==> config.mk <==
export PLATFORM = sky130hd
export DESIGN_NAME = aial_top
export DESIGN_NICKNAME = d
export VERILOG_FILES = /design/src/hdl/aial_pkg.sv /design/src/hdl/aial_if.sv /design/src/hdl/aial_alarm_bank.sv /design/src/hdl/aial_lim_mem.sv /design/src/hdl/aial_top.sv
export SDC_FILE = /design/constraint.sdc
export NUM_CORES = 2
export LEC_CHECK = 0
export ABC_AREA = 0
export BUFFER_PORTS_ARGS = -buffer_cell sky130_fd_sc_hd__buf_2
export CORE_ASPECT_RATIO = 1.2
export CORE_MARGIN = 3
export CORE_UTILIZATION = 45
export CTS_BUF_LIST = sky130_fd_sc_hd__clkbuf_4
export DETAILED_ROUTE_END_ITERATION = 10
export PLACE_DENSITY_LB_ADDON = 0.25
export SYNTH_ARGS = -nofsm -noshare
export SYNTH_HDL_FRONTEND = slang
export SYNTH_SLANG_ARGS = --single-unit
==> constraint.sdc <==
create_clock -name clk_sys_i -period 59.5 [get_ports clk_sys_i]
set_input_delay 2.975 -clock clk_sys_i [delete_from_list [all_inputs] [get_ports clk_sys_i]]
set_output_delay 2.975 -clock clk_sys_i [all_outputs]
set_load 0.03 [all_outputs]
==> src/hdl/aial_pkg.sv <==
package aial_pkg;

  // ****************************************
  // Sizes
  // ****************************************
  localparam int AIAL_NCH     = 8;
  localparam int AIAL_DW      = 16;
  localparam int AIAL_NDO     = 8;
  localparam int AIAL_AW      = 5;
  localparam int AIAL_CFG_W   = 12;
  localparam int AIAL_MODE_W  = 2;
  localparam int AIAL_LINE_W  = 3;

  // ****************************************
  // Alarm modes
  // ****************************************
  typedef enum logic [1:0] {
    AIAL_MODE_OFF    = 2'b00,
    AIAL_MODE_LATCH  = 2'b01,
    AIAL_MODE_MOMENT = 2'b11
  } aial_mode_t;

  // ****************************************
  // Register word offsets
  // ****************************************
  localparam logic [4:0] AIAL_REG_RANGE_LO = 5'h00;
  localparam logic [4:0] AIAL_REG_RANGE_HI = 5'h01;
  localparam logic [4:0] AIAL_REG_CLEAR    = 5'h02;
  localparam logic [4:0] AIAL_REG_STATUS   = 5'h03;
  localparam logic [4:0] AIAL_REG_DO_STATE = 5'h04;
  localparam logic [4:0] AIAL_REG_CFG      = 5'h08;
  localparam logic [4:0] AIAL_REG_LIMIT    = 5'h10;
  localparam logic [4:0] AIAL_REG_VALUE    = 5'h18;

  // ****************************************
  // Field positions
  // ****************************************
  localparam int AIAL_CFG_HI_MODE = 0;
  localparam int AIAL_CFG_LO_MODE = 2;
  localparam int AIAL_CFG_HI_EN   = 4;
  localparam int AIAL_CFG_HI_LINE = 5;
  localparam int AIAL_CFG_LO_EN   = 8;
  localparam int AIAL_CFG_LO_LINE = 9;
  localparam int AIAL_STAT_HI     = 0;
  localparam int AIAL_STAT_LO     = 8;
  localparam int AIAL_STAT_OOR    = 16;
  localparam int AIAL_VAL_OOR     = 16;
  localparam int AIAL_VAL_HI      = 17;
  localparam int AIAL_VAL_LO      = 18;
  localparam int AIAL_LIM_LO      = 0;
  localparam int AIAL_LIM_HI      = 16;

  // ****************************************
  // Reset values and codes
  // ****************************************
  localparam logic [15:0] AIAL_RANGE_LO_RST = 16'h8000;
  localparam logic [15:0] AIAL_RANGE_HI_RST = 16'h7fff;
  localparam logic [11:0] AIAL_CFG_RST      = 12'h000;
  localparam logic [31:0] AIAL_LIMIT_RST    = 32'h7fff_8000;
  localparam logic [15:0] AIAL_OOR_CODE     = 16'h8000;

  // ****************************************
  // Helpers
  // ****************************************
  function automatic logic aial_in_bank(input logic [4:0] addr, input logic [4:0] base);
    aial_in_bank = (addr[4:3] == base[4:3]);
  endfunction : aial_in_bank

  function automatic logic [31:0] aial_merge(input logic [31:0] old_v, input logic [31:0] new_v,
                                             input logic [3:0] be);
    logic [31:0] m;
    m = {{8{be[3]}}, {8{be[2]}}, {8{be[1]}}, {8{be[0]}}};
    aial_merge = (old_v & ~m) | (new_v & m);
  endfunction : aial_merge

endpackage : aial_pkg

==> src/hdl/aial_if.sv <==
`timescale 1ns/100ps
`default_nettype none

// ****************************************
// Limit memory port bundle
// ****************************************
interface aial_mem_if #(parameter int AW = 3, parameter int DW = 32);
  logic              wr_en;
  logic [AW-1:0]     wr_addr;
  logic [DW-1:0]     wr_data;
  logic [DW/8-1:0]   wr_be;
  logic [AW-1:0]     a_addr;
  logic [DW-1:0]     a_data;
  logic [AW-1:0]     b_addr;
  logic [DW-1:0]     b_data;
  modport host (output wr_en, wr_addr, wr_data, wr_be, a_addr, b_addr, input a_data, b_data);
  modport mem  (input wr_en, wr_addr, wr_data, wr_be, a_addr, b_addr, output a_data, b_data);
endinterface : aial_mem_if

// ****************************************
// Alarm bank bundle
// ****************************************
interface aial_alm_if #(parameter int NCH = 8, parameter int NDO = 8);
  logic                                  ev_valid;
  logic [$clog2(NCH)-1:0]                ev_chan;
  logic                                  ev_hi;
  logic                                  ev_lo;
  logic [NCH-1:0][1:0]                   hi_mode;
  logic [NCH-1:0][1:0]                   lo_mode;
  logic [NCH-1:0]                        hi_map_en;
  logic [NCH-1:0]                        lo_map_en;
  logic [NCH-1:0][$clog2(NDO)-1:0]       hi_line;
  logic [NCH-1:0][$clog2(NDO)-1:0]       lo_line;
  logic [NCH-1:0]                        clr_hi;
  logic [NCH-1:0]                        clr_lo;
  logic [NCH-1:0]                        hi_st;
  logic [NCH-1:0]                        lo_st;
  logic [NDO-1:0]                        do_state;
  modport ctl  (output ev_valid, ev_chan, ev_hi, ev_lo, hi_mode, lo_mode, hi_map_en, lo_map_en,
                hi_line, lo_line, clr_hi, clr_lo, input hi_st, lo_st, do_state);
  modport bank (input ev_valid, ev_chan, ev_hi, ev_lo, hi_mode, lo_mode, hi_map_en, lo_map_en,
                hi_line, lo_line, clr_hi, clr_lo, output hi_st, lo_st, do_state);
endinterface : aial_alm_if

`default_nettype wire

==> src/hdl/aial_alarm_bank.sv <==
`timescale 1ns/100ps
`default_nettype none

module aial_alarm_bank
  import aial_pkg::*;
#(
  parameter int NCH = AIAL_NCH,
  parameter int NDO = AIAL_NDO
) (
  // Clock and reset
  input  wire logic clk_sys_i,
  input  wire logic rst_i,
  // Control side
  aial_alm_if.bank  alm
);

  typedef struct packed {
    logic [NCH-1:0] hi_st;
    logic [NCH-1:0] lo_st;
    logic [NDO-1:0] do_state;
  } aial_bank_state_t;

  aial_bank_state_t s;
  aial_bank_state_t next_s;

  function automatic logic aial_step(input logic st, input logic [1:0] mode, input logic hit);
    unique case (mode)
      AIAL_MODE_LATCH:  aial_step = st | hit;
      AIAL_MODE_MOMENT: aial_step = hit;
      default:          aial_step = st;
    endcase
  endfunction : aial_step

  always_comb begin
    next_s = s;
    // Clear is applied first so that a hit in the same cycle wins.
    next_s.hi_st = s.hi_st & ~alm.clr_hi;
    next_s.lo_st = s.lo_st & ~alm.clr_lo;
    if (alm.ev_valid) begin
      next_s.hi_st[alm.ev_chan] = aial_step(next_s.hi_st[alm.ev_chan], alm.hi_mode[alm.ev_chan],
                                            alm.ev_hi);
      next_s.lo_st[alm.ev_chan] = aial_step(next_s.lo_st[alm.ev_chan], alm.lo_mode[alm.ev_chan],
                                            alm.ev_lo);
    end
    next_s.do_state = '0;
    for (int i = 0; i < NCH; i++) begin
      if (alm.hi_map_en[i] && next_s.hi_st[i]) begin
        next_s.do_state[alm.hi_line[i]] = 1'b1;
      end
      if (alm.lo_map_en[i] && next_s.lo_st[i]) begin
        next_s.do_state[alm.lo_line[i]] = 1'b1;
      end
    end
  end

  always_ff @(posedge clk_sys_i or posedge rst_i) begin
    if (rst_i) begin
      s <= '0;
    end else begin
      s <= next_s;
    end
  end

  assign alm.hi_st    = s.hi_st;
  assign alm.lo_st    = s.lo_st;
  assign alm.do_state = s.do_state;

endmodule : aial_alarm_bank

`default_nettype wire

==> src/hdl/aial_lim_mem.sv <==
`timescale 1ns/100ps
`default_nettype none

module aial_lim_mem
  import aial_pkg::*;
#(
  parameter int          DEPTH = 8,
  parameter logic [31:0] RST   = AIAL_LIMIT_RST
) (
  // Clock and reset
  input  wire logic clk_sys_i,
  input  wire logic rst_i,
  // Ports
  aial_mem_if.mem   port
);

  typedef struct packed {
    logic [DEPTH-1:0][31:0] word;
    logic [31:0]            a_q;
    logic [31:0]            b_q;
  } aial_mem_state_t;

  aial_mem_state_t s;
  aial_mem_state_t next_s;

  always_comb begin
    next_s = s;
    if (port.wr_en) begin
      next_s.word[port.wr_addr] = aial_merge(s.word[port.wr_addr], port.wr_data, port.wr_be);
    end
    next_s.a_q = s.word[port.a_addr];
    next_s.b_q = s.word[port.b_addr];
  end

  always_ff @(posedge clk_sys_i or posedge rst_i) begin
    if (rst_i) begin
      s <= '{word: {DEPTH{RST}}, a_q: RST, b_q: RST};
    end else begin
      s <= next_s;
    end
  end

  assign port.a_data = s.a_q;
  assign port.b_data = s.b_q;

endmodule : aial_lim_mem

`default_nettype wire

==> src/hdl/aial_top.sv <==
// Decided for this implementation: the register offsets and the Avalon-MM slave port.
`timescale 1ns/100ps
`default_nettype none

// What this block does
// - Flag a high alarm when a reading is above the channel's high limit.
// - Flag a low alarm when a reading is below the channel's low limit.
// - An enabled alarm condition drives its status flag high.
// - High and low alarms each have their own mode: off, latched, momentary.
// - Off mode leaves status and mapped output untouched whatever the comparison.
// - Latched mode holds status and mapped output high until software clears it.
// - Software clears a latched alarm; status then returns low.
// - Momentary mode status follows the comparison, high while true, low after.
// - A mapped output line is high while its alarm status is high.
// - In momentary mode the mapped output follows the condition and drops.
// - Software picks the output line per alarm; the new choice applies at once.
// - Software writes high and low limits per channel; later compares use them.
// - A reading outside the input range reads back as an out-of-range code.
module aial_top
  import aial_pkg::*;
#(
  parameter int NCH = AIAL_NCH,
  parameter int DW  = AIAL_DW,
  parameter int NDO = AIAL_NDO
) (
  // Clock and reset
  input  wire logic                   clk_sys_i,
  input  wire logic                   rst_i,
  // Avalon-MM slave
  input  wire logic [AIAL_AW-1:0]     avs_address_i,
  input  wire logic                   avs_read_i,
  input  wire logic                   avs_write_i,
  input  wire logic [31:0]            avs_writedata_i,
  input  wire logic [3:0]             avs_byteenable_i,
  output logic      [31:0]            avs_readdata_o,
  output logic                        avs_waitrequest_o,
  // Converted samples
  input  wire logic                   sample_valid_i,
  input  wire logic [$clog2(NCH)-1:0] sample_chan_i,
  input  wire logic [DW-1:0]          sample_data_i,
  // Digital output lines
  output logic      [NDO-1:0]         do_o
);

  localparam int CW = $clog2(NCH);

  // ****************************************
  // State
  // ****************************************
  typedef struct packed {
    logic [DW-1:0]                 range_lo;
    logic [DW-1:0]                 range_hi;
    logic [NCH-1:0][AIAL_CFG_W-1:0] cfg;
    logic [NCH-1:0][DW-1:0]        value;
    logic [NCH-1:0]                oor;
    logic                          s1_vld;
    logic [CW-1:0]                 s1_chan;
    logic [DW-1:0]                 s1_data;
    logic                          rd_ack;
    logic                          rd_mem;
    logic [31:0]                   rdata;
  } aial_top_state_t;

  aial_top_state_t s;
  aial_top_state_t next_s;

  aial_mem_if #(.AW(CW), .DW(32)) mem ();
  aial_alm_if #(.NCH(NCH), .NDO(NDO)) alm ();

  aial_lim_mem #(
    .DEPTH (NCH),
    .RST   (AIAL_LIMIT_RST)
  ) u_lim_mem (
    .clk_sys_i (clk_sys_i),
    .rst_i     (rst_i),
    .port      (mem.mem)
  );

  aial_alarm_bank #(
    .NCH (NCH),
    .NDO (NDO)
  ) u_alarm_bank (
    .clk_sys_i (clk_sys_i),
    .rst_i     (rst_i),
    .alm       (alm.bank)
  );

  // ****************************************
  // Bus decode
  // ****************************************
  logic          rd_new;
  logic          wr_hit;
  logic [CW-1:0] reg_idx;
  logic [DW-1:0] lim_hi;
  logic [DW-1:0] lim_lo;
  logic          cmp_hi;
  logic          cmp_lo;
  logic          cmp_oor;
  logic [31:0]   clr_word;

  assign rd_new  = avs_read_i && !s.rd_ack;
  assign wr_hit  = avs_write_i;
  assign reg_idx = avs_address_i[CW-1:0];

  // Writes finish in the cycle they are presented; reads take one extra cycle
  // so that limit words can come from the registered memory port.
  assign avs_waitrequest_o = avs_read_i && !s.rd_ack;
  assign avs_readdata_o    = s.rd_mem ? mem.a_data : s.rdata;

  assign mem.wr_en   = wr_hit && aial_in_bank(avs_address_i, AIAL_REG_LIMIT);
  assign mem.wr_addr = reg_idx;
  assign mem.wr_data = avs_writedata_i;
  assign mem.wr_be   = avs_byteenable_i;
  assign mem.a_addr  = reg_idx;
  assign mem.b_addr  = sample_chan_i;

  // ****************************************
  // Comparison stage
  // ****************************************
  assign lim_hi  = mem.b_data[AIAL_LIM_HI +: DW];
  assign lim_lo  = mem.b_data[AIAL_LIM_LO +: DW];
  assign cmp_hi  = $signed(s.s1_data) > $signed(lim_hi);
  assign cmp_lo  = $signed(s.s1_data) < $signed(lim_lo);
  assign cmp_oor = ($signed(s.s1_data) < $signed(s.range_lo)) ||
                   ($signed(s.s1_data) > $signed(s.range_hi));

  assign alm.ev_valid = s.s1_vld;
  assign alm.ev_chan  = s.s1_chan;
  assign alm.ev_hi    = cmp_hi;
  assign alm.ev_lo    = cmp_lo;

  // Clear bits only act on the byte lanes that are enabled.
  assign clr_word   = (wr_hit && avs_address_i == AIAL_REG_CLEAR) ?
                      aial_merge(32'h0000_0000, avs_writedata_i, avs_byteenable_i) : 32'h0000_0000;
  assign alm.clr_hi = clr_word[AIAL_STAT_HI +: NCH];
  assign alm.clr_lo = clr_word[AIAL_STAT_LO +: NCH];

  always_comb begin
    for (int i = 0; i < NCH; i++) begin
      alm.hi_mode[i]   = s.cfg[i][AIAL_CFG_HI_MODE +: AIAL_MODE_W];
      alm.lo_mode[i]   = s.cfg[i][AIAL_CFG_LO_MODE +: AIAL_MODE_W];
      alm.hi_map_en[i] = s.cfg[i][AIAL_CFG_HI_EN];
      alm.lo_map_en[i] = s.cfg[i][AIAL_CFG_LO_EN];
      alm.hi_line[i]   = s.cfg[i][AIAL_CFG_HI_LINE +: AIAL_LINE_W];
      alm.lo_line[i]   = s.cfg[i][AIAL_CFG_LO_LINE +: AIAL_LINE_W];
    end
  end

  // ****************************************
  // Next state
  // ****************************************
  always_comb begin
    logic [31:0] rmux;
    rmux   = 32'h0000_0000;
    next_s = s;

    next_s.s1_vld  = sample_valid_i;
    next_s.s1_chan = sample_chan_i;
    next_s.s1_data = sample_data_i;
    if (s.s1_vld) begin
      next_s.value[s.s1_chan] = s.s1_data;
      next_s.oor[s.s1_chan]   = cmp_oor;
    end

    if (wr_hit) begin
      if (avs_address_i == AIAL_REG_RANGE_LO) begin
        next_s.range_lo = DW'(aial_merge(32'(s.range_lo), avs_writedata_i, avs_byteenable_i));
      end
      if (avs_address_i == AIAL_REG_RANGE_HI) begin
        next_s.range_hi = DW'(aial_merge(32'(s.range_hi), avs_writedata_i, avs_byteenable_i));
      end
      if (aial_in_bank(avs_address_i, AIAL_REG_CFG)) begin
        next_s.cfg[reg_idx] = AIAL_CFG_W'(aial_merge(32'(s.cfg[reg_idx]), avs_writedata_i,
                                                     avs_byteenable_i));
      end
    end

    if (avs_address_i == AIAL_REG_RANGE_LO) begin
      rmux = 32'(s.range_lo);
    end else if (avs_address_i == AIAL_REG_RANGE_HI) begin
      rmux = 32'(s.range_hi);
    end else if (avs_address_i == AIAL_REG_STATUS) begin
      rmux[AIAL_STAT_HI +: NCH]  = alm.hi_st;
      rmux[AIAL_STAT_LO +: NCH]  = alm.lo_st;
      rmux[AIAL_STAT_OOR +: NCH] = s.oor;
    end else if (avs_address_i == AIAL_REG_DO_STATE) begin
      rmux = 32'(alm.do_state);
    end else if (aial_in_bank(avs_address_i, AIAL_REG_CFG)) begin
      rmux = 32'(s.cfg[reg_idx]);
    end else if (aial_in_bank(avs_address_i, AIAL_REG_VALUE)) begin
      rmux[DW-1:0]         = s.oor[reg_idx] ? AIAL_OOR_CODE : s.value[reg_idx];
      rmux[AIAL_VAL_OOR]   = s.oor[reg_idx];
      rmux[AIAL_VAL_HI]    = alm.hi_st[reg_idx];
      rmux[AIAL_VAL_LO]    = alm.lo_st[reg_idx];
    end

    next_s.rd_ack = rd_new;
    if (rd_new) begin
      next_s.rd_mem = aial_in_bank(avs_address_i, AIAL_REG_LIMIT);
      next_s.rdata  = rmux;
    end
  end

  always_ff @(posedge clk_sys_i or posedge rst_i) begin
    if (rst_i) begin
      s          <= '0;
      s.range_lo <= AIAL_RANGE_LO_RST;
      s.range_hi <= AIAL_RANGE_HI_RST;
      s.cfg      <= {NCH{AIAL_CFG_RST}};
    end else begin
      s <= next_s;
    end
  end

  assign do_o = alm.do_state;

endmodule : aial_top

`default_nettype wire

==> impl_metrics.csv <==
group,metric,value,unit
min_path,min_to,"s[166]",
global_route,antenna_found_initial,3,
clocking,numCtsBuffers,172,
routing,drt_pre_antenna_iters,6,
placed_design,dp_hpwl,70.6,mm
sta,worst_pin_slew,1.20,ns
finish,post-route-util,50.4,%
finish,syn2layout_area_growth,10.8,%
routing,postRouteWirelength,108,mm
global_route,grt_pass1_vias,26091,
setup_path,cp-start-kind,"input pin",
setup_path,cp.required,56.53,ns
global_route,grt_use_total,27.5,%
floorplan,start_util,45.5,%
global_route,grt_max_degree,188,
pwr,leakage,16.8,nW
sta,max_slew_margin,19.3,%
sta,finalHoldViolCount,0,
setup_path,cp_cell_sequence,"buf_2 > nand2b_2 > buf_4 > clkinv_1 > buf_2",
clocking,cts_tree,"built",
yosys,synthFlopType,"dfrtp_1",
setup_path,setup.worst_path.end_class,"output port",
routing,routed_via_density,6.02,
finish,drive_above_1_share,41.5,%
yosys,synth-edff-count,0,
setup_path,rrSetupSlack,54.95,ns
yosys,synth_nets,2972,
routing,drt_iter0_markers,2322,
sta,fin_crit,7.18,ns
yosys,synth_top_area_share,35.0,%
routing,antenna_left,0,
setup_path,crit_type,"input pin to output port",
yosys,yosys_warnings,0,
yosys,syn-instance-count,2845,
setup_path,r2r_start,"s[47]",
yosys,ys_seq_area_share,48.5,%
floorplan,die_w,258,um
yosys,ys_types,73,
clocking,hold_buffers,0,
sta,slew_viol_final,0,
yosys,ys_async_sr_fraction,100,%
sta,fin_crit_sh,12.1,%
yosys,syn_area,34200,um^2
placed_design,port_buffers,105,
global_route,gr-total-overflow,0,
clocking,post_cts_resized,0,
floorplan,ioPinCount,106,
setup_path,slowest_stage,"clkinv_1",
yosys,postSynthAreaPerCell,12.0,um^2
placed_design,place_ws,52.32,ns
routing,drcViolationCount,0,
sta,clock.fmax,139,MHz
sta,skew,0.0709,ns
finish,nets,3119,
routing,wl_per_cell,26.2,um
clocking,cts-root-buf,"clkbuf_4",
clocking,cts_buffer_depth,3,
pwr,peakVddDrop,0.0186,mV
clocking,clk_pin_slew,0.06,ns
yosys,synthTopCellsByArea,"dfrtp_1 (35%), mux2_2 (15%), dfstp_2 (14%), mux4_2 (13%), nand2_1 (5.7%)",
min_path,hp-class,"flip-flop to flip-flop",
setup_path,crit_top_cell,"buf_2",
run_status,status,"finished clean",
clocking,insertion_delay,1.05,ns
setup_path,cp_slowest_stage_delay,0.39,ns
floorplan,die_height,308,um
flow_run,drv_cap,0,
clocking,post_cts_buffers,0,
setup_path,crit_fanout,42,
placed_design,placed_cell_area,35700,um^2
routing,vias,24859,
yosys,synth_top_area_cell,"dfrtp_1",
global_route,grt_pass1_wl,163,mm
finish,design_area,37900,um^2
setup_path,arrival,4.21,ns
clocking,htreeDepth,4,
setup_path,r2r-end,"u_alarm_bank.alm.do_state[2]",
yosys,synth_seq_cells,654,
placed_design,place_inst,3826,
setup_path,r2r_cells,11,
sta,rsz0062_at_grt,"no",
floorplan,core_area,75100,um^2
sta,report.final.setup_viol,0,
min_path,hold_path_depth,2,
sta,finalWorstSetupSlack,52.32,ns
floorplan,rows,110,
pwr,power_density,34.9,nW/um^2
sta,fin_tns_setup,0,ns
floorplan,dieArea,79300,um^2
clocking,cts.sinks,654,
min_path,hold_start,"s[166]",
finish,stdcell_count,4132,
placed_design,place_congestion,0.947,
==> power by group <==
part | switching, mW | internal (mW) | leakage, nW
clock | 0.190 | 0.207 | 1.31
combinational | 0.157 | 0.144 | 7.63
sequential | 0.0764 | 0.548 | 7.87
total | 0.424 | 0.898 | 16.8
==> cells in the final DEF (no fill, tap or decap), drive strengths merged, types with 23 or more instances in the layout <==
| cell type | synthesis | final |
|---|---|---|
| nor3 | 32 | 32 |
| buf | 71 | 153 |
| nor2b | 23 | 23 |
| clkinv | 3 | 30 |
| nand2 | 517 | 517 |
| nand3 | 32 | 32 |
| mux2i | 35 | 35 |
| inv | 78 | 83 |
| nand2b | 31 | 31 |
| mux4 | 196 | 196 |
| o22ai | 29 | 29 |
| o31ai | 25 | 25 |
| nor2 | 142 | 142 |
| o21ai | 106 | 106 |
| dfrtp | 478 | 478 |
| a21oi | 50 | 50 |
| clkbuf | 109 | 266 |
| dfstp | 176 | 176 |
| ha | 62 | 62 |
| mux2 | 443 | 443 |
==> worst max-delay path by stage <==
stage	from	end	slack, ns	depth (start not counted)
2_1_floorplan	rst_i	async pin	38.49	1
3_3_place_gp	avs_read_i	avs_waitrequest_o	52.30	5
3_5_place_dp	avs_read_i	avs_waitrequest_o	52.32	5
4_1_cts	avs_read_i	avs_waitrequest_o	52.32	5
5_1_grt	avs_read_i	avs_waitrequest_o	52.22	5
6_report	avs_read_i	avs_waitrequest_o	52.32	5
==> area by class of cell <==
type                       count  area [um^2]
tap                         1008         1260
clock buffer                 266         2000
timing repair buffer         153          932
clock inverter                36          184
fill                        6690        37300
inverter                      81          312
antenna                        4         10.0
sequential                   654        16600
multi-input combinational   1930        16600
==> layer usage <==
layer | global-route usage (%) | vias to the layer above | part of all wire (%) | wire length [um]
li1 | - | 10702 | - | -
met1 | 33.9 | 12777 | 39 | 42000
met4 | 14.3 | 2 | 5.1 | 5480
met3 | 5.63 | 299 | 6.9 | 7520
met2 | 46.0 | 1079 | 49 | 53300
met5 | 0 | - | 0.014 | 15
==> stage by stage <==
stage	hold slack, ns	power [mW]
2_1_floorplan	0.435	0.825
3_3_place_gp	0.452	0.912
3_5_place_dp	0.458	0.928
4_1_cts	0.472	1.33
5_1_grt	0.494	1.39
6_report	0.471	1.32
==> worst max-delay path, delay by kind of cell <==
kind	cells	cell delay (ns)
buffers and inverters	4	1.16
AND/OR/NAND/NOR	1	0.05
==> registers in the layout, indices dropped and copies added, names as in the netlist, named ones only <==
name,count
s,178
alm.hi_mode,16
u_lim_mem.port.a_data,32
u_alarm_bank.alm.do_state,8
u_alarm_bank.alm.lo_st,8
u_alarm_bank.alm.hi_st,8
alm.hi_line,24
alm.lo_map_en,8
alm.ev_chan,3
alm.lo_line,24
u_lim_mem.s,256
alm.lo_mode,16
u_lim_mem.port.b_data,32
alm.hi_map_en,8
alm.ev_valid,1
==> synthesized netlist by cell type, types with 35 or more instances <==
cell type / n
dfstp_2: 176
dfrtp_1: 478
nand2_1: 517
a21oi_1: 50
mux2_2: 443
ha_1: 62
clkbuf_1: 104
mux4_2: 196
mux2i_1: 35
inv_1: 78
o21ai_0: 95
nor2_1: 142
==> cells by family (layout without fill, tap and decap cells) <==
family	after synthesis	after routing	synth area share, %
DFF	654	654	48.5
AOI/OAI and AO/OA	331	331	6.48
muxes	674	674	28.5
and+or+nand+nor	863	863	11.0
adders and majority gates	62	62	2.27
other	0	4	0
buffers and inverters	261	536	3.20
No activity file was read; power rests on OpenSTA's default activity.
